$ cat src/rtl/host_uart_defs.svh
`ifndef HOST_UART_DEFS_SVH
`define HOST_UART_DEFS_SVH
// Register byte offsets.
`define OFF_CTRL        8'h00
`define OFF_BAUD        8'h04
`define OFF_BRK_TIMEOUT 8'h08
`define OFF_TXDATA      8'h0C
`define OFF_RXDATA      8'h10
`define OFF_STATUS      8'h14
`define OFF_IRQ_STAT    8'h18
`define OFF_IRQ_CLR     8'h1C
`define OFF_IRQ_EN      8'h20
// Control field positions.
`define CTRL_PAR_LO     0
`define CTRL_TWO_STOP   2
`define CTRL_FLOW_EN    3
`define CTRL_SEND_BRK   4
`define CTRL_BYPASS     5
// Parity encodings.
`define PAR_NONE        2'h0
`define PAR_ODD         2'h1
`define PAR_EVEN        2'h2
// Interrupt bit positions.
`define IRQ_RX_DONE     0
`define IRQ_TX_DONE     1
`define IRQ_BREAK       2
`define IRQ_PAR_ERR     3
`define IRQ_FRAME_ERR   4
`define IRQ_BITS        5
// Reset values.
`define BAUD_RESET      16'h01D8
`define BRK_TO_RESET    16'h0064
// Timing: rate = setting / 0.004096, i.e. 4096 ppm seconds.
`define CLK_HZ          50000000
`define CLK_NS          20
`define BAUD_DIV_PPM    4096
`define OVERSAMPLE      8
`define ACC_MOD         ((`CLK_HZ / 1000000) * `BAUD_DIV_PPM / `OVERSAMPLE)
`define MS_NS           1000000
`define BRK_MS_CYCLES   (`MS_NS / `CLK_NS)
// AXI responses.
`define RESP_OKAY       2'h0
`define RESP_SLVERR     2'h2
`endif

$ cat src/rtl/host_uart_pkg.sv
package host_uart_pkg;
    typedef struct packed {
        logic [7:0]  awaddr;
        logic        awvalid;
        logic [31:0] wdata;
        logic [3:0]  wstrb;
        logic        wvalid;
        logic        bready;
        logic [7:0]  araddr;
        logic        arvalid;
        logic        rready;
    } axi_req_t;

    typedef struct packed {
        logic        awready;
        logic        wready;
        logic [1:0]  bresp;
        logic        bvalid;
        logic        arready;
        logic [31:0] rdata;
        logic [1:0]  rresp;
        logic        rvalid;
    } axi_rsp_t;

    typedef enum logic [2:0] {
        SER_IDLE  = 3'b000,
        SER_START = 3'b001,
        SER_DATA  = 3'b010,
        SER_PAR   = 3'b011,
        SER_STOP  = 3'b100
    } ser_state_t;
endpackage : host_uart_pkg

$ cat src/rtl/host_uart_with_bypass.sv
`timescale 1ns/10ps
`include "host_uart_defs.svh"
// Functional notes
// - Data on one receive and one transmit line; flow lines active low.
// - Frame: parity none, odd or even; one or two stops; eight data bits.
// - Bit rate equals baud setting divided by 0.004096, 1200 to 4M baud.
// - Tabulated settings such as 0x0027 and 0x01D8 give standard rates.
// - Receive line low longer than the timeout resets the whole chip.
// - Device can send a break on its transmit line to wake the host.
// - All port outputs float while the chip is held in reset.
// - After reset the host lines connect to the internal port by default.
// - Bypass command routes host lines through general io lines 7 to 4.
// - After bypass the device sleeps deeply and keeps the path connected.
// - Only a chip reset leaves bypass and restores the direct connection.
module host_uart_with_bypass
    import host_uart_pkg::*;
#(
    parameter int MS_CYCLES = `BRK_MS_CYCLES
) (
    input  wire logic     ref_clk,       // System clock, 50 MHz.
    input  wire logic     rst,           // Synchronous reset, active high.
    input  wire axi_req_t axi_req,       // AXI4-Lite requests.
    output axi_rsp_t      axi_rsp,       // AXI4-Lite responses.
    input  wire logic     uart_rx_i,     // Host receive line.
    input  wire logic     uart_cts_n_i,  // Host clear-to-send, active low.
    output logic          uart_tx_o,     // Host transmit line.
    output logic          uart_tx_oe,    // Transmit line drive enable.
    output logic          uart_rts_n_o,  // Request-to-send, active low.
    output logic          uart_rts_n_oe, // Request-to-send drive enable.
    input  wire logic [3:0] gio_i,       // General io lines 7 to 4, input.
    output logic [3:0]    gio_o,         // General io lines 7 to 4, output.
    output logic [3:0]    gio_oe,        // General io lines 7 to 4, enable.
    output logic          irq,           // Level interrupt.
    output logic          chip_reset_req,// Break-reset request to the chip.
    output logic          deep_sleep     // Deep sleep indication.
);
    // ********************************************************
    // State
    // ********************************************************
    typedef struct packed {
        axi_rsp_t           rsp;
        logic               aw_full;
        logic               w_full;
        logic [7:0]         aw_addr;
        logic [31:0]        wdata;
        logic [3:0]         wstrb;
        logic [1:0]         parity;
        logic               two_stop;
        logic               flow_en;
        logic               send_brk;
        logic               bypass;
        logic [15:0]        baud;
        logic [15:0]        brk_to;
        logic [`IRQ_BITS-1:0] irq_en;
        logic [`IRQ_BITS-1:0] irq_st;
        logic [1:0]         rx_sync;
        logic [1:0]         cts_sync;
        logic [1:0]         gtx_sync;
        logic [1:0]         grts_sync;
        logic [16:0]        acc;
        logic               tick;
        ser_state_t         tx_st;
        logic [7:0]         tx_sh;
        logic [2:0]         tx_bit;
        logic [2:0]         tx_sub;
        logic               tx_par;
        logic               tx_line;
        logic [7:0]         tx_buf;
        logic               tx_full;
        ser_state_t         rx_st;
        logic [7:0]         rx_sh;
        logic [2:0]         rx_bit;
        logic [2:0]         rx_sub;
        logic               rx_par;
        logic               rx_perr;
        logic [7:0]         rx_data;
        logic               rx_valid;
        logic [31:0]        brk_cyc;
        logic [15:0]        brk_ms;
        logic               tx_o;
        logic               tx_oe;
        logic               rts_n;
        logic               rts_oe;
        logic [3:0]         gio_o;
        logic [3:0]         gio_oe;
        logic               irq;
        logic               chip_rst;
        logic               sleep;
    } state_t;

    state_t s;
    state_t n;

    // Refuse a millisecond count that the counter cannot reach.
    if (MS_CYCLES < 1) begin : g_bad_ms
        $error("MS_CYCLES must be at least one");
    end

    // Merges the written byte lanes into a 16-bit register.
    function automatic logic [15:0] merge16(input logic [15:0] old,
                                            input logic [31:0] wd,
                                            input logic [3:0]  st);
        logic [15:0] r;
        r = old;
        if (st[0]) begin
            r[7:0] = wd[7:0];
        end
        if (st[1]) begin
            r[15:8] = wd[15:8];
        end
        return r;
    endfunction : merge16

    // ********************************************************
    // Next state
    // ********************************************************
    always_comb begin
        logic bit_in;
        logic [`IRQ_BITS-1:0] ev;
        logic [`IRQ_BITS-1:0] clr;
        logic rd_pop;
        bit_in = 1'b0;
        ev     = '0;
        clr    = '0;
        rd_pop = 1'b0;
        n      = s;
        // Two-flop synchronisers for the receive, clear-to-send and gio_i[1], gio_i[3] inputs.
        n.rx_sync   = {s.rx_sync[0], uart_rx_i};
        n.cts_sync  = {s.cts_sync[0], uart_cts_n_i};
        n.gtx_sync  = {s.gtx_sync[0], gio_i[1]};
        n.grts_sync = {s.grts_sync[0], gio_i[3]};

        // Bus: capture address and data in either order, answer after both.
        if (axi_req.awvalid && s.rsp.awready) begin
            n.aw_full = 1'b1;
            n.aw_addr = axi_req.awaddr;
        end
        if (axi_req.wvalid && s.rsp.wready) begin
            n.w_full = 1'b1;
            n.wdata  = axi_req.wdata;
            n.wstrb  = axi_req.wstrb;
        end
        if (s.rsp.bvalid && axi_req.bready) begin
            n.rsp.bvalid = 1'b0;
        end
        if (s.aw_full && s.w_full && !s.rsp.bvalid) begin
            n.aw_full    = 1'b0;
            n.w_full     = 1'b0;
            n.rsp.bvalid = 1'b1;
            n.rsp.bresp  = `RESP_OKAY;
            if (s.aw_addr == `OFF_CTRL) begin
                if (s.wstrb[0]) begin
                    n.parity   = s.wdata[`CTRL_PAR_LO+1:`CTRL_PAR_LO];
                    n.two_stop = s.wdata[`CTRL_TWO_STOP];
                    n.flow_en  = s.wdata[`CTRL_FLOW_EN];
                    n.send_brk = s.wdata[`CTRL_SEND_BRK];
                    // Bypass can only be set; only reset clears it.
                    n.bypass   = s.bypass | s.wdata[`CTRL_BYPASS];
                end
            end else if (s.aw_addr == `OFF_BAUD) begin
                n.baud = merge16(s.baud, s.wdata, s.wstrb);
            end else if (s.aw_addr == `OFF_BRK_TIMEOUT) begin
                n.brk_to = merge16(s.brk_to, s.wdata, s.wstrb);
            end else if (s.aw_addr == `OFF_TXDATA) begin
                // A write while the holding byte is full is dropped.
                if (s.wstrb[0] && !s.tx_full) begin
                    n.tx_buf  = s.wdata[7:0];
                    n.tx_full = 1'b1;
                end
            end else if (s.aw_addr == `OFF_IRQ_CLR) begin
                clr = s.wdata[`IRQ_BITS-1:0] & {`IRQ_BITS{s.wstrb[0]}};
            end else if (s.aw_addr == `OFF_IRQ_EN) begin
                if (s.wstrb[0]) begin
                    n.irq_en = s.wdata[`IRQ_BITS-1:0];
                end
            end else if (s.aw_addr == `OFF_RXDATA || s.aw_addr == `OFF_STATUS ||
                         s.aw_addr == `OFF_IRQ_STAT) begin
                n.rsp.bresp = `RESP_OKAY;
            end else begin
                n.rsp.bresp = `RESP_SLVERR;
            end
        end
        n.rsp.awready = !n.aw_full;
        n.rsp.wready  = !n.w_full;

        // Bus reads; reading the receive byte frees it.
        if (s.rsp.rvalid && axi_req.rready) begin
            n.rsp.rvalid = 1'b0;
        end
        if (axi_req.arvalid && s.rsp.arready) begin
            n.rsp.rvalid = 1'b1;
            n.rsp.rresp  = `RESP_OKAY;
            n.rsp.rdata  = 32'h0000_0000;
            if (axi_req.araddr == `OFF_CTRL) begin
                n.rsp.rdata[5:0] = {s.bypass, s.send_brk, s.flow_en, s.two_stop, s.parity};
            end else if (axi_req.araddr == `OFF_BAUD) begin
                n.rsp.rdata[15:0] = s.baud;
            end else if (axi_req.araddr == `OFF_BRK_TIMEOUT) begin
                n.rsp.rdata[15:0] = s.brk_to;
            end else if (axi_req.araddr == `OFF_RXDATA) begin
                n.rsp.rdata[7:0] = s.rx_data;
                rd_pop = 1'b1;
            end else if (axi_req.araddr == `OFF_STATUS) begin
                n.rsp.rdata[3:0] = {s.bypass, s.rx_valid, s.tx_full, s.tx_st != SER_IDLE};
            end else if (axi_req.araddr == `OFF_IRQ_STAT) begin
                n.rsp.rdata[`IRQ_BITS-1:0] = s.irq_st;
            end else if (axi_req.araddr == `OFF_IRQ_EN) begin
                n.rsp.rdata[`IRQ_BITS-1:0] = s.irq_en;
            end else if (axi_req.araddr == `OFF_TXDATA || axi_req.araddr == `OFF_IRQ_CLR) begin
                n.rsp.rresp = `RESP_OKAY;
            end else begin
                n.rsp.rresp = `RESP_SLVERR;
            end
        end
        n.rsp.arready = !n.rsp.rvalid;

        // Phase accumulator gives eight ticks per bit at setting/0.004096.
        n.tick = 1'b0;
        if (s.acc + {1'b0, s.baud} >= 17'(`ACC_MOD)) begin
            n.acc  = s.acc + {1'b0, s.baud} - 17'(`ACC_MOD);
            n.tick = 1'b1;
        end else begin
            n.acc = s.acc + {1'b0, s.baud};
        end

        // Transmitter.
        case (s.tx_st)
            SER_IDLE: begin
                n.tx_line = !s.send_brk;
                if (s.tick && s.tx_full && !s.send_brk && !s.bypass &&
                    (!s.flow_en || !s.cts_sync[1])) begin
                    n.tx_st   = SER_START;
                    n.tx_line = 1'b0;
                    n.tx_sh   = s.tx_buf;
                    n.tx_full = 1'b0;
                    n.tx_sub  = 3'h0;
                    n.tx_bit  = 3'h0;
                    n.tx_par  = 1'b0;
                end
            end
            default: begin
                if (s.tick) begin
                    n.tx_sub = s.tx_sub + 3'h1;
                    if (s.tx_sub == 3'h7) begin
                        if (s.tx_st == SER_START) begin
                            n.tx_st   = SER_DATA;
                            n.tx_line = s.tx_sh[0];
                        end else if (s.tx_st == SER_DATA) begin
                            n.tx_par = s.tx_par ^ s.tx_sh[0];
                            n.tx_sh  = {1'b0, s.tx_sh[7:1]};
                            n.tx_bit = s.tx_bit + 3'h1;
                            n.tx_line = s.tx_sh[1];
                            if (s.tx_bit == 3'h7) begin
                                if (s.parity != `PAR_NONE) begin
                                    n.tx_st   = SER_PAR;
                                    n.tx_line = (s.tx_par ^ s.tx_sh[0]) ^ (s.parity == `PAR_ODD);
                                end else begin
                                    n.tx_st   = SER_STOP;
                                    n.tx_line = 1'b1;
                                end
                                n.tx_bit = 3'h0;
                            end
                        end else if (s.tx_st == SER_PAR) begin
                            n.tx_st   = SER_STOP;
                            n.tx_line = 1'b1;
                        end else if (s.two_stop && s.tx_bit == 3'h0) begin
                            n.tx_bit = 3'h1;
                        end else begin
                            n.tx_st = SER_IDLE;
                            ev[`IRQ_TX_DONE] = 1'b1;
                        end
                    end
                end
            end
        endcase

        // Receiver samples each bit at its middle tick.
        bit_in = s.rx_sync[1];
        case (s.rx_st)
            SER_IDLE: begin
                if (s.tick && !bit_in && !s.bypass) begin
                    n.rx_st  = SER_START;
                    n.rx_sub = 3'h0;
                end
            end
            SER_START: begin
                if (s.tick) begin
                    n.rx_sub = s.rx_sub + 3'h1;
                    if (s.rx_sub == 3'h3) begin
                        n.rx_st  = bit_in ? SER_IDLE : SER_DATA;
                        n.rx_sub = 3'h0;
                        n.rx_bit = 3'h0;
                        n.rx_par = 1'b0;
                    end
                end
            end
            default: begin
                if (s.tick) begin
                    n.rx_sub = s.rx_sub + 3'h1;
                    if (s.rx_sub == 3'h7) begin
                        if (s.rx_st == SER_DATA) begin
                            n.rx_sh  = {bit_in, s.rx_sh[7:1]};
                            n.rx_par = s.rx_par ^ bit_in;
                            n.rx_bit = s.rx_bit + 3'h1;
                            n.rx_perr = 1'b0;
                            if (s.rx_bit == 3'h7) begin
                                n.rx_st = (s.parity != `PAR_NONE) ? SER_PAR : SER_STOP;
                            end
                        end else if (s.rx_st == SER_PAR) begin
                            n.rx_perr = (s.rx_par ^ bit_in) ^ (s.parity == `PAR_ODD);
                            n.rx_st   = SER_STOP;
                        end else begin
                            n.rx_st = SER_IDLE;
                            if (!bit_in) begin
                                ev[`IRQ_FRAME_ERR] = 1'b1;
                                ev[`IRQ_BREAK]     = (s.rx_sh == 8'h00);
                            end else begin
                                n.rx_data          = s.rx_sh;
                                n.rx_valid         = 1'b1;
                                ev[`IRQ_RX_DONE]   = 1'b1;
                                ev[`IRQ_PAR_ERR]   = s.rx_perr;
                            end
                        end
                    end
                end
            end
        endcase
        if (rd_pop && !(ev[`IRQ_RX_DONE])) begin
            n.rx_valid = 1'b0;
        end

        // Break timer in milliseconds while the receive line stays low.
        if (!bit_in && !s.bypass) begin
            if (s.brk_cyc == 32'(MS_CYCLES - 1)) begin
                n.brk_cyc = 32'h0000_0000;
                if (s.brk_ms != 16'hFFFF) begin
                    n.brk_ms = s.brk_ms + 16'h0001;
                end
            end else begin
                n.brk_cyc = s.brk_cyc + 32'h0000_0001;
            end
        end else begin
            n.brk_cyc = 32'h0000_0000;
            n.brk_ms  = 16'h0000;
        end
        if (!s.bypass && s.brk_ms > s.brk_to) begin
            n.chip_rst = 1'b1;
        end

        // Sticky events: a new event wins over a clear in the same cycle.
        n.irq_st = (s.irq_st & ~clr) | ev;
        n.irq    = |(n.irq_st & n.irq_en);

        // Pins: direct connection by default, general io path in bypass.
        n.sleep  = n.bypass;
        n.tx_oe  = 1'b1;
        n.rts_oe = 1'b1;
        if (n.bypass) begin
            n.tx_o   = s.gtx_sync[1];
            n.rts_n  = s.grts_sync[1];
            n.gio_o  = {1'b0, s.cts_sync[1], 1'b0, s.rx_sync[1]};
            n.gio_oe = 4'h5;
        end else begin
            n.tx_o   = n.tx_line;
            n.rts_n  = s.flow_en ? n.rx_valid : 1'b0;
            n.gio_o  = 4'h0;
            n.gio_oe = 4'h0;
        end
    end

    // Registers the whole state; reset floats every pin.
    always_ff @(posedge ref_clk) begin
        if (rst) begin
            s         <= '0;
            s.baud    <= `BAUD_RESET;
            s.brk_to  <= `BRK_TO_RESET;
            s.rx_sync <= 2'b11; // Line idles high, so no false start follows reset.
        end else begin
            s <= n;
        end
    end

    // Outputs straight from flip-flops.
    assign axi_rsp        = s.rsp;
    assign uart_tx_o      = s.tx_o;
    assign uart_tx_oe     = s.tx_oe;
    assign uart_rts_n_o   = s.rts_n;
    assign uart_rts_n_oe  = s.rts_oe;
    assign gio_o          = s.gio_o;
    assign gio_oe         = s.gio_oe;
    assign irq            = s.irq;
    assign chip_reset_req = s.chip_rst;
    assign deep_sleep     = s.sleep;
endmodule : host_uart_with_bypass

$ cat config.mk
export PLATFORM = sky130hd
export DESIGN_NAME = host_uart_with_bypass
export DESIGN_NICKNAME = d
export VERILOG_FILES = /design/src/rtl/host_uart_pkg.sv /design/src/rtl/host_uart_with_bypass.sv
export VERILOG_INCLUDE_DIRS = /design/src /design/src/rtl
export SDC_FILE = /design/constraint.sdc
export NUM_CORES = 1
export LEC_CHECK = 0
export BUFFER_PORTS_ARGS = -buffer_cell sky130_fd_sc_hd__buf_2
export CORE_UTILIZATION = 53
export CTS_CLUSTER_SIZE = 20
export DETAILED_ROUTE_END_ITERATION = 12
export PLACE_DENSITY = 0.76
export SLEW_MARGIN = 30
export SYNTH_ARGS = -nofsm -noshare
export SYNTH_HDL_FRONTEND = slang
export SYNTH_SLANG_ARGS = --single-unit
$ cat constraint.sdc
create_clock -name ref_clk -period 3.1 [get_ports ref_clk]
set_clock_uncertainty 0.15 [all_clocks]
set_input_delay 0.31 -clock ref_clk [delete_from_list [all_inputs] [get_ports ref_clk]]
set_output_delay 0.31 -clock ref_clk [all_outputs]
set_load 0.05 [all_outputs]
Word-level counts from Yosys, hierarchy flattened
Cells that the tools add are included.
{ "classes": {"n_addsub": 8, "n_mul": 0, "div_mod_pow": 0, "n_lt_le_gt_ge": 2, "eq_ne": 39, "n_shift": 0, "mux": 147, "bitwise_logic": 19, "reduce_logical": 73} }
{ "ops": {"columns": ["operator", "count"], "rows": [
  ["$mux 5", 14],
  ["$mux 3", 23],
  ["$eq 8x5->1 const B", 8],
  ["$mux 19", 3],
  ["$mux 8", 7],
  ["$mux 1", 55],
  ["$mux 16", 3],
  ["$mux 14", 3],
  ["$mux 38", 1],
  ["$mux 37", 1],
  ["$mux 2", 18],
  ["$mux 11", 3],
  ["$add 32x1->32 const B", 1],
  ["$eq 32x16->1 const B", 1],
  ["$eq 8x4->1 const B", 4],
  ["$mux 28", 1],
  ["$mux 9", 3],
  ["$reduce_and 5->1", 5],
  ["$logic_not 8->1", 3],
  ["$reduce_and 6->1", 4],
  ["$mux 21", 1],
  ["$mux 7", 3],
  ["$logic_and 1x1->1", 18],
  ["$pmux 3 s2", 3],
  ["41 further kinds", 102]
]} }
{ "totals": {"register_bits": 247, "latch_bits": 0, "ramBits": 0, "rom_bits": 0, "in_bits": 65, "out_inout_bits": 56, "elab_cells": 345, "mem_count": 0} }

Depth between registers and ports, before layout
Gate-level depths: netlist (run 1).
{ "depth": {"depth_word": 13, "mapped_depth": 14, "mapped_depth_nobuf": 13} }

Worst setup path before layout (run 1)
OpenSTA, ideal clock, no wires.
{ "synth_timing": {"kind": "register -> register", "startpoint": "register s[171] (netlist bit)", "endpoint": "register s[132] (netlist bit)", "setup_ns": 0.103, "arrival_ns": 3.060, "t_required_ns": 2.847, "slack_ns": -0.214, "path_stages_with_launch": 14, "n_path_buf": 0, "period_less_slack_ns": 3.314, "path_cell_list": "dfxtp_1 -> ha_1 -> fa_1 -> a21o_1 -> a221oi_4 -> nor2_2 -> a211oi_2 -> ha_1 -> nand3_1 -> nor3_1 -> nand4_1 -> nor4b_4 -> a21oi_1 -> a2111oi_2"} }
{ "synth_between": {"elab_chain_len": 3, "word_cells_on_any_way": 4, "classes_between": "add/sub (2); order compare (1); mux (1)"} }
{ "synth_lines": {"columns": ["element", "line_no", "rtl"], "rows": [
  ["start: declaration", "host_uart_with_bypass.sv:91", "state_t s;"],
  ["start signal: assignment", "host_uart_with_bypass.sv:379", "s <= n;"],
  ["$add 17x16->17 *", "host_uart_with_bypass.sv:219, host_uart_with_bypass.sv:220, host_uart_with_bypass.sv:223", null],
  ["$sub 17x15->17 / $ge 17x15->1 (equally long branches)", "host_uart_with_bypass.sv:220, host_uart_with_bypass.sv:219", null],
  ["$mux 17 *", "host_uart_with_bypass.sv:219", "if (s.acc + {1'b0, s.baud} >= 17'(`ACC_MOD)) begin"]
]} }
Mark *: on every way between the ends. The rest lies on a longest branch, timed or not.
A chain may end at the register's enable or synchronous reset.

Worst setup path in the final report (run 1)
Same ends and word-level chain as after synthesis.

==> results.yml, run 1 <==
timing:
  relSlewSlack_pct: 35.84
  slew_viol_final: 0
  final-setup-viol-count: 6
  tightest_slew_ps: 962.4
  fin_ws_ps: -115.8
  rsz0062_at_grt: "yes"
  hold_viol_final: 0
  final.period_utilization_pct: 103.7
  period_minus_slack_ps: 3216
  fmax_mhz: 311.0
floorplanning:
  die_area_um2: 21980
  io_pins: 121
  die_x_um: 148.3
  initial_core_util_pct: 53.94
  rows: 53
  die_h_um: 148.3
  core_area_um2: 21020
power_and_ir_drop:
  power.total_w: 0.007264
  switching_share_pct: 25.67
  power_switching_w: 0.001865
  p_per_area_nw_per_um2: 541.6
  power_frac_clock_pct: 42.7
  combPwrFrac_pct: 13.7
  ir_drop_mv: 0.4017
  p_seq_share_pct: 43.5
  p_leak_nw: 5.349
  power.internal_w: 0.005399
min_path:
  hold_path_end: "s[234]"
  min_from: "axi_req[48]"
  hold_depth: 3
  hp-class: "in2reg"
place:
  gp_congestion: 0.9152
  dp_hpwl_mm: 19.70
  dpl_cell_area_um2: 11990
  io_buffers: 78
final_layout:
  insertedDiodeCount: 0
  final_area_um2: 13410
  fin_nets: 1562
  syn2layout_area_growth_pct: 18.29
  drive_above_1_share_pct: 14.93
  fillCellCount: 1728
  multiInputGateArea_um2: 6088
  regArea_um2: 4728
route:
  drtIter0Drc: 745
  ant_nets: 0
  drt_first_pass_iters: 6
  wl_per_cell_um: 16.68
  via_per_inst: 5.740
  via_count: 9999
  remaining_drc_errors: 0
  drt_wl_total_mm: 29.06
global_routing:
  first_global_vias: 9431
  grt_max_degree: 132
  grtUsageTotal_pct: 26.57
  grt_pass1_wl_mm: 47.30
  grt_remaining_overflow: 0
  antenna_found_initial: 0
yosys:
  syn_avg_cell_area_um2: 8.519
  synth-main-ff-cell: "dfxtp_1"
  ys.warnings.count: 0
  syn_area_um2: 11340
  synth_cell_types: 70
  yosysSeqAreaShare_pct: 41.67
  synth-seq-cells: 236
  syn_inst: 1331
  synthArstFlopShare_pct: 0
  synth_edf_count: 0
critical_path:
  r2r_slack_ps: -120
  critPathMaxFanout: 2
  crit_type: "reg2reg"
  timing.rr.end: "s[132]"
  rr_worst_depth: 13
  startpoint_type: "flop"
  timing.rr.start: "s[171]"
  critical_path_arrival_ps: 3480
  end_kind: "flop"
  crit_required_ps: 3370
cts:
  clock_sinks: 236
  clock_path_buffers: 3
  numCtsBuffers: 25
  htreeDepth: 1
  cts_tree: "built"
  clk_latency_ps: 530
  clk_pin_slew_worst_paths_ps: 60
  root_buffer: "clkbuf_16"
run_status:
  outcome: "finished, violations left"
  violations: "setup timing"
run:
  max_cap_viol_count: 0
## power by group through the flow
stage                     Clock, W  Combinational, W  Sequential (W)
after floorplan                  0          0.000664         0.00321
after global placement           0          0.000882         0.00322
after detailed placement         0          0.000888         0.00322
after CTS                  0.00314          0.000966         0.00316
after global routing       0.00328           0.00107         0.00317
final                      0.00310          0.000996         0.00316
## stage by stage
stage	worst slack, ps	cells	hold WS (ps)	utilization [%]	TNS (ps)
floorplan	-183.2	1352	239.5	-	-198.4
finish	-115.8	1742	33.35	63.80	-413.4
CTS	-60.83	1740	12.86	63.51	-60.83
global route	-304.8	1742	34.94	63.80	-1655
global placement	-89.47	1652	242.8	57.03	-292.2
detailed placement	-176.2	1652	242.3	57.03	-700.8
## cells by family after synthesis
group           after synthesis  synth area share, %
compound gates              236                13.92
xor+xnor                     56                4.458
fa+ha+maj                    47                5.253
buf+inv                     142                6.367
flops                       236                41.67
mux                          59                5.209
other cells                   1              0.03307
simple gates                554                23.10
## worst max-delay path, stage by stage (launching register included)
cell       delay, ps
dfxtp_2          340
ha_4             160
fa_2             340
a21o_1           210
a221oi_4         260
nor2_2            80
a211oi_2         270
ha_2             230
nand3_2           60
nor3_2           110
nand4_1          150
nor4b_4          340
a21oi_2           90
a2111oi_2        320
## Yosys cell counts, types with 3 or more instances
| cell | n | area share [%] |
|---|---|---|
| dfxtp_1 | 236 | 42 |
| nor2_1 | 181 | 6.0 |
| nand2_1 | 161 | 5.3 |
| a21oi_1 | 95 | 4.2 |
| mux2i_1 | 59 | 5.2 |
| clkbuf_1 | 52 | 1.7 |
| buf_4 | 50 | 3.3 |
| ha_1 | 46 | 5.1 |
| xor2_1 | 38 | 2.9 |
| nand3_1 | 37 | 1.6 |
| inv_1 | 35 | 1.2 |
| nor3_1 | 34 | 1.5 |
| o21ai_0 | 28 | 1.2 |
| a221oi_1 | 22 | 1.7 |
| nand4_1 | 22 | 1.2 |
| and3_1 | 20 | 1.1 |
| nor2b_1 | 18 | 0.99 |
| xnor2_1 | 16 | 1.2 |
| nor4_1 | 13 | 0.72 |
| and2_1 | 11 | 0.61 |
| o211ai_1 | 11 | 0.73 |
| a21o_1 | 10 | 0.66 |
| a222oi_1 | 8 | 0.71 |
| and4_1 | 8 | 0.62 |
| or3_1 | 8 | 0.44 |
| a31oi_1 | 7 | 0.39 |
| o22ai_1 | 7 | 0.39 |
| or2_2 | 7 | 0.39 |
| nand2b_1 | 6 | 0.33 |
| nand3b_1 | 6 | 0.40 |
| o211a_1 | 6 | 0.53 |
| a211oi_1 | 5 | 0.33 |
| a221o_1 | 5 | 0.44 |
| o31ai_1 | 5 | 0.33 |
| or4_1 | 5 | 0.33 |
| buf_1 | 4 | 0.13 |
| nor3b_1 | 3 | 0.20 |
| o21a_1 | 3 | 0.20 |
## cell type report
| class | instances | share of cell area [%] |
|---|---|---|
| clock buffer | 37 | 5.523 |
| clock inverter | 7 | 0.8490 |
| inverter | 35 | 0.9796 |
| multi-input combinational | 974 | 45.40 |
| sequential | 236 | 35.26 |
| tap | 275 | 2.566 |
| timing repair buffer | 178 | 9.432 |
## cells in the final DEF, fill, tap and decap left out, types with 8 or more instances in the layout
cell           instances
a21o_1                10
a21oi_1               92
a221oi_1              22
a222oi_1               8
and2_1                11
and3_1                19
and4_1                 8
buf_2                 77
buf_4                 57
clkbuf_16             25
conb_1                22
dfxtp_1              233
dlygate4sd3_1         42
ha_1                  41
inv_1                 35
mux2i_1               59
nand2_1              160
nand3_1               36
nand4_1               22
nor2_1               180
nor2b_1               18
nor3_1                33
nor4_1                12
o211ai_1              11
o21ai_0               28
or3_1                  8
xnor2_1               15
xor2_1                38
## metal layers
layer  GRT usage [%]  share of wire, %  vias to the layer above  wire [um]
met5               0                 0                        -          0
met4           8.041               2.6                        0        768
met3           4.080               6.3                       52       1826
met2           44.27                47                      355      13560
met1           35.36                44                     4749      12900
li1                -                 -                     4843          -
## repair_timing
item                                    4_1_cts  5_1_grt
resized for setup                            14        8
endpoints found under the setup margin        6        8
setup buffers                                 3        2
hold buffers                                 42        0
hold endpoints to repair                     34        0
pin swaps                                    11        7
## worst max path at each step
stage,from,endpoint,slack [ps],depth (start not counted)
finish,s[171],s[132],-120,13
global route,s[171],s[132],-300,13
CTS,s[171],s[132],-60,13
detailed placement,s[171],s[132],-180,13
global placement,s[171],s[132],-90,13
floorplan,s[171],s[132],-180,13
## flip-flops by register name (all words and copies together) (netlist names)
register        cells
chip_reset_req      1
n                   4
irq                 1
s                 201
uart_rts_n_oe       1
gio_o               2
uart_rts_n_o        1
gio_oe              1
uart_tx_o           1
axi_rsp            23
Note: power is estimated with default switching activity, not from simulation.
==> run 2: changes to the inputs <==
--- a/config.mk
+++ b/config.mk
@@ -7,10 +7,11 @@
 export NUM_CORES = 1
 export LEC_CHECK = 0
 export BUFFER_PORTS_ARGS = -buffer_cell sky130_fd_sc_hd__buf_2
+export CORE_MARGIN = 5
 export CORE_UTILIZATION = 53
 export CTS_CLUSTER_SIZE = 20
 export DETAILED_ROUTE_END_ITERATION = 12
-export PLACE_DENSITY = 0.76
+export PLACE_DENSITY_LB_ADDON = 0.12
 export SLEW_MARGIN = 30
 export SYNTH_ARGS = -nofsm -noshare
 export SYNTH_HDL_FRONTEND = slang
==> run 2 against run 1 <==
  * The run still ends with setup timing left
  * Sequential cell count did not move
  * Maximum frequency increased by 3.1%
  * Critical path depth grew 1
  * Register-to-register slack improved by 97 ps
  * Clock power is 2% higher
  * Via count fell by 3.0%
  * Final cell count is 0.63% higher
  * Count of clock-buffer cells in the layout grew 1
  * Sequential power is essentially flat
  * Highest routed layer unchanged
==> results.yml, run 2 (synthesized netlist as in run 1, its figures left out) <==
timing:
  whs_ps: 25.40
  slew_viol_final: 0
  tightest_slew_ps: 869.8
  fin_ws_ps: -18.42
  hold_viol_final: 0
  fmax_mhz: 320.7
  final-setup-viol-count: 3
  period_minus_slack_ps: 3118
  final.period_utilization_pct: 100.6
  relSlewSlack_pct: 42.01
  rsz0062_at_grt: "yes"
critical_path:
  cp_top_family: "simple AND/OR/NAND/NOR gates"
  startpoint_type: "flop"
  crit_type: "reg2reg"
  critical_path_arrival_ps: 3420
  critPathSlowestCell: "or4_4"
  end_kind: "flop"
  crit_required_ps: 3400
  crit_path_frequent_cell: "nand4_1"
  cp_num_buf_inv: 1
  cp_cell_sequence: "ha_1, a21o_1, a31oi_2, a21boi_1, or4_4, nand2_2, ha_2, nand3_2, nor3_2, nand4_1, nor4b_4, buf_4, nand4_1, a31oi_1"
  critPathMaxFanout: 4
  slowest_delay_ps: 440
global_routing:
  grt_remaining_overflow: 0
  antenna_found_initial: 0
  grtUsageTotal_pct: 23.09
  grt_pass1_wl_mm: 46.86
  grt_max_degree: 65
  first_global_vias: 9207
cts:
  numCtsBuffers: 26
  htreeDepth: 1
  clk_pin_slew_worst_paths_ps: 60
  root_buffer: "clkbuf_16"
  clk_latency_ps: 530
  clock_path_buffers: 3
  clock_sinks: 236
  cts_tree: "built"
final_layout:
  fillCellCount: 1846
  layout_common_cells: "234 x dfxtp_1, 181 x nor2_1, 160 x nand2_1"
  syn2layout_area_growth_pct: 18.43
  largest_reg_flops: 201
  fin_nets: 1570
  final_area_um2: 13430
  drive_above_1_share_pct: 14.88
  final_common_cell: "dfxtp_1"
  insertedDiodeCount: 0
  final_cells: 1753
  top_register: "s"
route:
  via_per_inst: 5.531
  drt_wl_total_mm: 28.92
  wl_per_cell_um: 16.50
  drtIter0Drc: 722
  via_count: 9695
  remaining_drc_errors: 0
  ant_nets: 0
  drt_first_pass_iters: 5
place:
  dpl_cell_area_um2: 12010
  io_buffers: 78
  dp_hpwl_mm: 20.32
  gp_congestion: 0.8919
  post-place-cells: 1657
  dp_slack_ps: -187.9
run:
  max_cap_viol_count: 0
floorplanning:
  core_area_um2: 21020
  die_x_um: 156.3
  die_area_um2: 24420
  initial_core_util_pct: 53.94
  rows: 53
  die_h_um: 156.3
  io_pins: 121
power_and_ir_drop:
  p_leak_nw: 5.374
  power.total_w: 0.007306
  p_per_area_nw_per_um2: 544.1
  ir_drop_mv: 0.3277
run_status:
  outcome: "finished, violations left"
  violations: "setup timing"
min_path:
  hp-class: "in2reg"
run 2: metrics by stage:
step / utilization (%) / setup TNS [ps]
final: 63.88 / -41.94
after global routing: 63.88 / -1152
after CTS: 63.70 / -4.598
after detailed placement: 57.15 / -765.9
after global placement: 57.15 / -359.0
after floorplan: - / -198.4
run 2: power by group:
group	switching [W]	total, W	internal (W)
sequential	0.0000557	0.00316	0.00311
clock	0.00124	0.00316	0.00192
combinational	0.000584	0.000986	0.000402
total	0.00188	0.00731	0.00543
run 2: path summary, 6_finish.rpt:
kind | startpoint | to | slack [ps] | cells past startpoint
worst min-delay path | axi_req[48] | s[234] | 30 | 3
worst max register to register | s[124] | s[135] | -20 | 14
worst min register to register | n[144] | s[144] | 260 | 1
worst max-delay path | s[124] | s[135] | -20 | 14
run 2: tightest hold or removal path, cell delays in order:
cell and delay [ps]:
buf_2 150, nand3_1 110, a21oi_1 70
run 2: repair_timing:
action                                 4_1_cts  5_1_grt
setup endpoints to repair                    6        8
endpoints found under the hold margin       34        0
buffers inserted                             4        2
pin swaps                                    8        4
resized for setup                           10        4
hold buffers                                42        0
run 2: layout make-up:
cell class / count / area, um2 / share of cell area, %
multi-input cells: 974 / 6046 / 45.02
repair buffers: 185 / 1301 / 9.691
clock inverters: 10 / 131.4 / 0.9784
flip-flops and latches: 236 / 4727 / 35.20
well taps: 275 / 344.1 / 2.562
clock buffers: 38 / 747.0 / 5.563
inverters: 35 / 131.4 / 0.9784
run 2: metal layers:
| metal | global-route usage, % | vias up | share of wire, % |
|---|---|---|---|
| li1 | - | 4851 | - |
| met1 | 33.28 | 4560 | 47 |
| met2 | 36.71 | 240 | 45 |
| met3 | 3.512 | 44 | 5.7 |
| met4 | 5.248 | 0 | 1.6 |
| met5 | 0 | - | 0 |
==> run 3: changes to the inputs <==
--- a/config.mk
+++ b/config.mk
@@ -6,6 +6,7 @@
 export SDC_FILE = /design/constraint.sdc
 export NUM_CORES = 1
 export LEC_CHECK = 0
+export ABC_CLOCK_PERIOD_IN_PS = 3100
 export BUFFER_PORTS_ARGS = -buffer_cell sky130_fd_sc_hd__buf_2
 export CORE_MARGIN = 5
 export CORE_UTILIZATION = 53
==> constraint.sdc (replaced) <==
create_clock -name ref_clk -period 3.1 [get_ports ref_clk]
set_clock_uncertainty 0.15 [all_clocks]
set_input_delay 0.775 -clock ref_clk [delete_from_list [all_inputs] [get_ports ref_clk]]
set_output_delay 0.775 -clock ref_clk [all_outputs]
set_load 0.05 [all_outputs]
==> run 3 against run 2 <==
  * The flow still finishes with violations (setup timing)
  * Combinational power about the same
  * Clock power increased by 6.3%
  * Die area unchanged
  * Via count down 0.85%
  * Count of clock-buffer cells in the layout fell by 3
  * Register-to-register slack worse by 40 ps
  * Maximum frequency is 1.3% lower
  * Power grew 2.9%
  * Routed wire length down 1.3%
  * Sequential cell count did not move
  * Largest cell class unchanged
==> results.yml, run 3 (synthesized netlist as in run 1, its figures left out) <==
run_status:
  outcome: "finished, violations left"
  violations: "setup timing"
power_and_ir_drop:
  p_per_area_nw_per_um2: 569.0
  power.total_w: 0.007515
  ir_drop_mv: 0.3893
  p_leak_nw: 5.289
route:
  remaining_drc_errors: 0
  wl_met3_mm: 1.634
  wl_per_cell_um: 16.59
  drt_first_pass_iters: 5
  drt_wl_total_mm: 28.53
  top_layer_used: "met5"
  ant_nets: 0
  met1Wirelength_mm: 13.52
  met2_length_mm: 12.80
  via_count: 9613
  drtIter0Drc: 783
  via_per_inst: 5.589
run:
  max_cap_viol_count: 0
critical_path:
  cp_num_buf_inv: 1
  critPathMaxFanout: 4
  critical_path_arrival_ps: 3480
  crit_required_ps: 3420
  slowest_delay_ps: 540
  crit_cells: 14
  cp_cell_sequence: "ha_4, a21oi_4, o211ai_1, o211a_1, or4_4, nand2_4, ha_2, nand3_2, nor3_2, nand4_1, nor4b_4, buf_4, nand4b_1, a21oi_1"
  crit_type: "reg2reg"
  end_kind: "flop"
  startpoint_type: "flop"
  cp_top_family: "simple AND/OR/NAND/NOR gates"
  rr_worst_depth: 14
  critPathSlowestCell: "or4_4"
cts:
  cts_hold_buf: 0
  clk_latency_ps: 530
  cts_tree: "built"
  htreeDepth: 1
  root_buffer: "clkbuf_16"
  clk_pin_slew_worst_paths_ps: 60
  clock_sinks: 236
  clock_path_buffers: 3
  numCtsBuffers: 27
place:
  io_buffers: 78
  dp_slack_ps: -201.7
  gp_congestion: 0.8953
  dp_hpwl_mm: 20.42
final_layout:
  drive_above_1_share_pct: 16.89
  top_register: "s"
  fin_nets: 1536
  layout_common_cells: "231 x dfxtp_1, 180 x nor2_1, 160 x nand2_1"
  syn2layout_area_growth_pct: 16.49
  largest_reg_flops: 201
  final_common_cell: "dfxtp_1"
  insertedDiodeCount: 0
floorplanning:
  core_area_um2: 21020
  rows: 53
  die_h_um: 156.3
  io_pins: 121
  die_x_um: 156.3
  initial_core_util_pct: 53.94
  die_area_um2: 24420
global_routing:
  grt_pass1_wl_mm: 46.02
  grtUsageTotal_pct: 22.71
  first_global_vias: 8941
  antenna_found_initial: 1
  grt_max_degree: 74
  grt_remaining_overflow: 0
timing:
  final.period_utilization_pct: 102.0
  tightest_slew_ps: 803.8
  hold_viol_final: 0
  fin_ws_ps: -60.77
  relSlewSlack_pct: 46.28
  setup_tns_ps: -252.5
  fmax_mhz: 316.4
  rsz0062_at_grt: "yes"
  period_minus_slack_ps: 3161
  final-setup-viol-count: 5
  slew_viol_final: 0
min_path:
  hold_depth: 1
  hp-class: "reg2reg"
==> run 3: changes by cell type in the layout (fill, tap and decap cells not counted), sizes merged <==
cell and change:
buf +7, bufinv +1, clkbuf -3, clkinv -1, clkinvlp +4, dlygate4sd3 -42
inv +1
==> run 3: final timing paths <==
path | start | endpoint | slack [ps]
min reg2reg | n[144] | s[144] | 270
min | n[144] | s[144] | 270
max reg2reg | s[177] | s[136] | -60
max | s[177] | s[136] | -60
==> run 3: through the flow <==
stage / util [%] / hold WS (ps) / area, um2 / std cells
CTS: 62.37 / 244.5 / 13110 / 1715
global route: 62.83 / 258.8 / 13210 / 1720
floorplan: - / 239.5 / 11420 / 1352
detailed placement: 57.47 / 252.3 / 12080 / 1664
global placement: 57.46 / 241.4 / 12080 / 1664
finish: 62.83 / 269.2 / 13210 / 1720
==> run 3: power breakdown <==
| part | switching, W | internal [W] | leakage (nW) | total, W |
|---|---|---|---|---|
| clock network | 0.00130 | 0.00206 | 0.457 | 0.00336 |
| logic | 0.000586 | 0.000399 | 2.92 | 0.000985 |
| registers | 0.0000595 | 0.00311 | 1.91 | 0.00317 |
==> run 3: per-layer routing <==
metal,GRT usage (%),vias to the layer above
li1,-,4806
met1,33.00,4511
met2,35.83,250
met3,3.650,44
met4,4.793,2
met5,0,-
==> run 3: area by class of cell <==
cell class / instances / area [um2]
multi-input cells: 974 / 6097
well taps: 275 / 344.1
clock buffers: 35 / 755.7
flip-flops and latches: 236 / 4731
fillers: 1813 / 7814
repair buffers: 150 / 945.9
inverters: 35 / 131.4
clock inverters: 15 / 202.7
==> run 3: timing repair <==
| item | in CTS | in global routing |
|---|---|---|
| resized for setup | 14 | 11 |
| setup buffers | 1 | 5 |
| pin swaps | 6 | 11 |
| setup endpoints to repair | 6 | 8 |
| gates cloned | 0 | 0 |
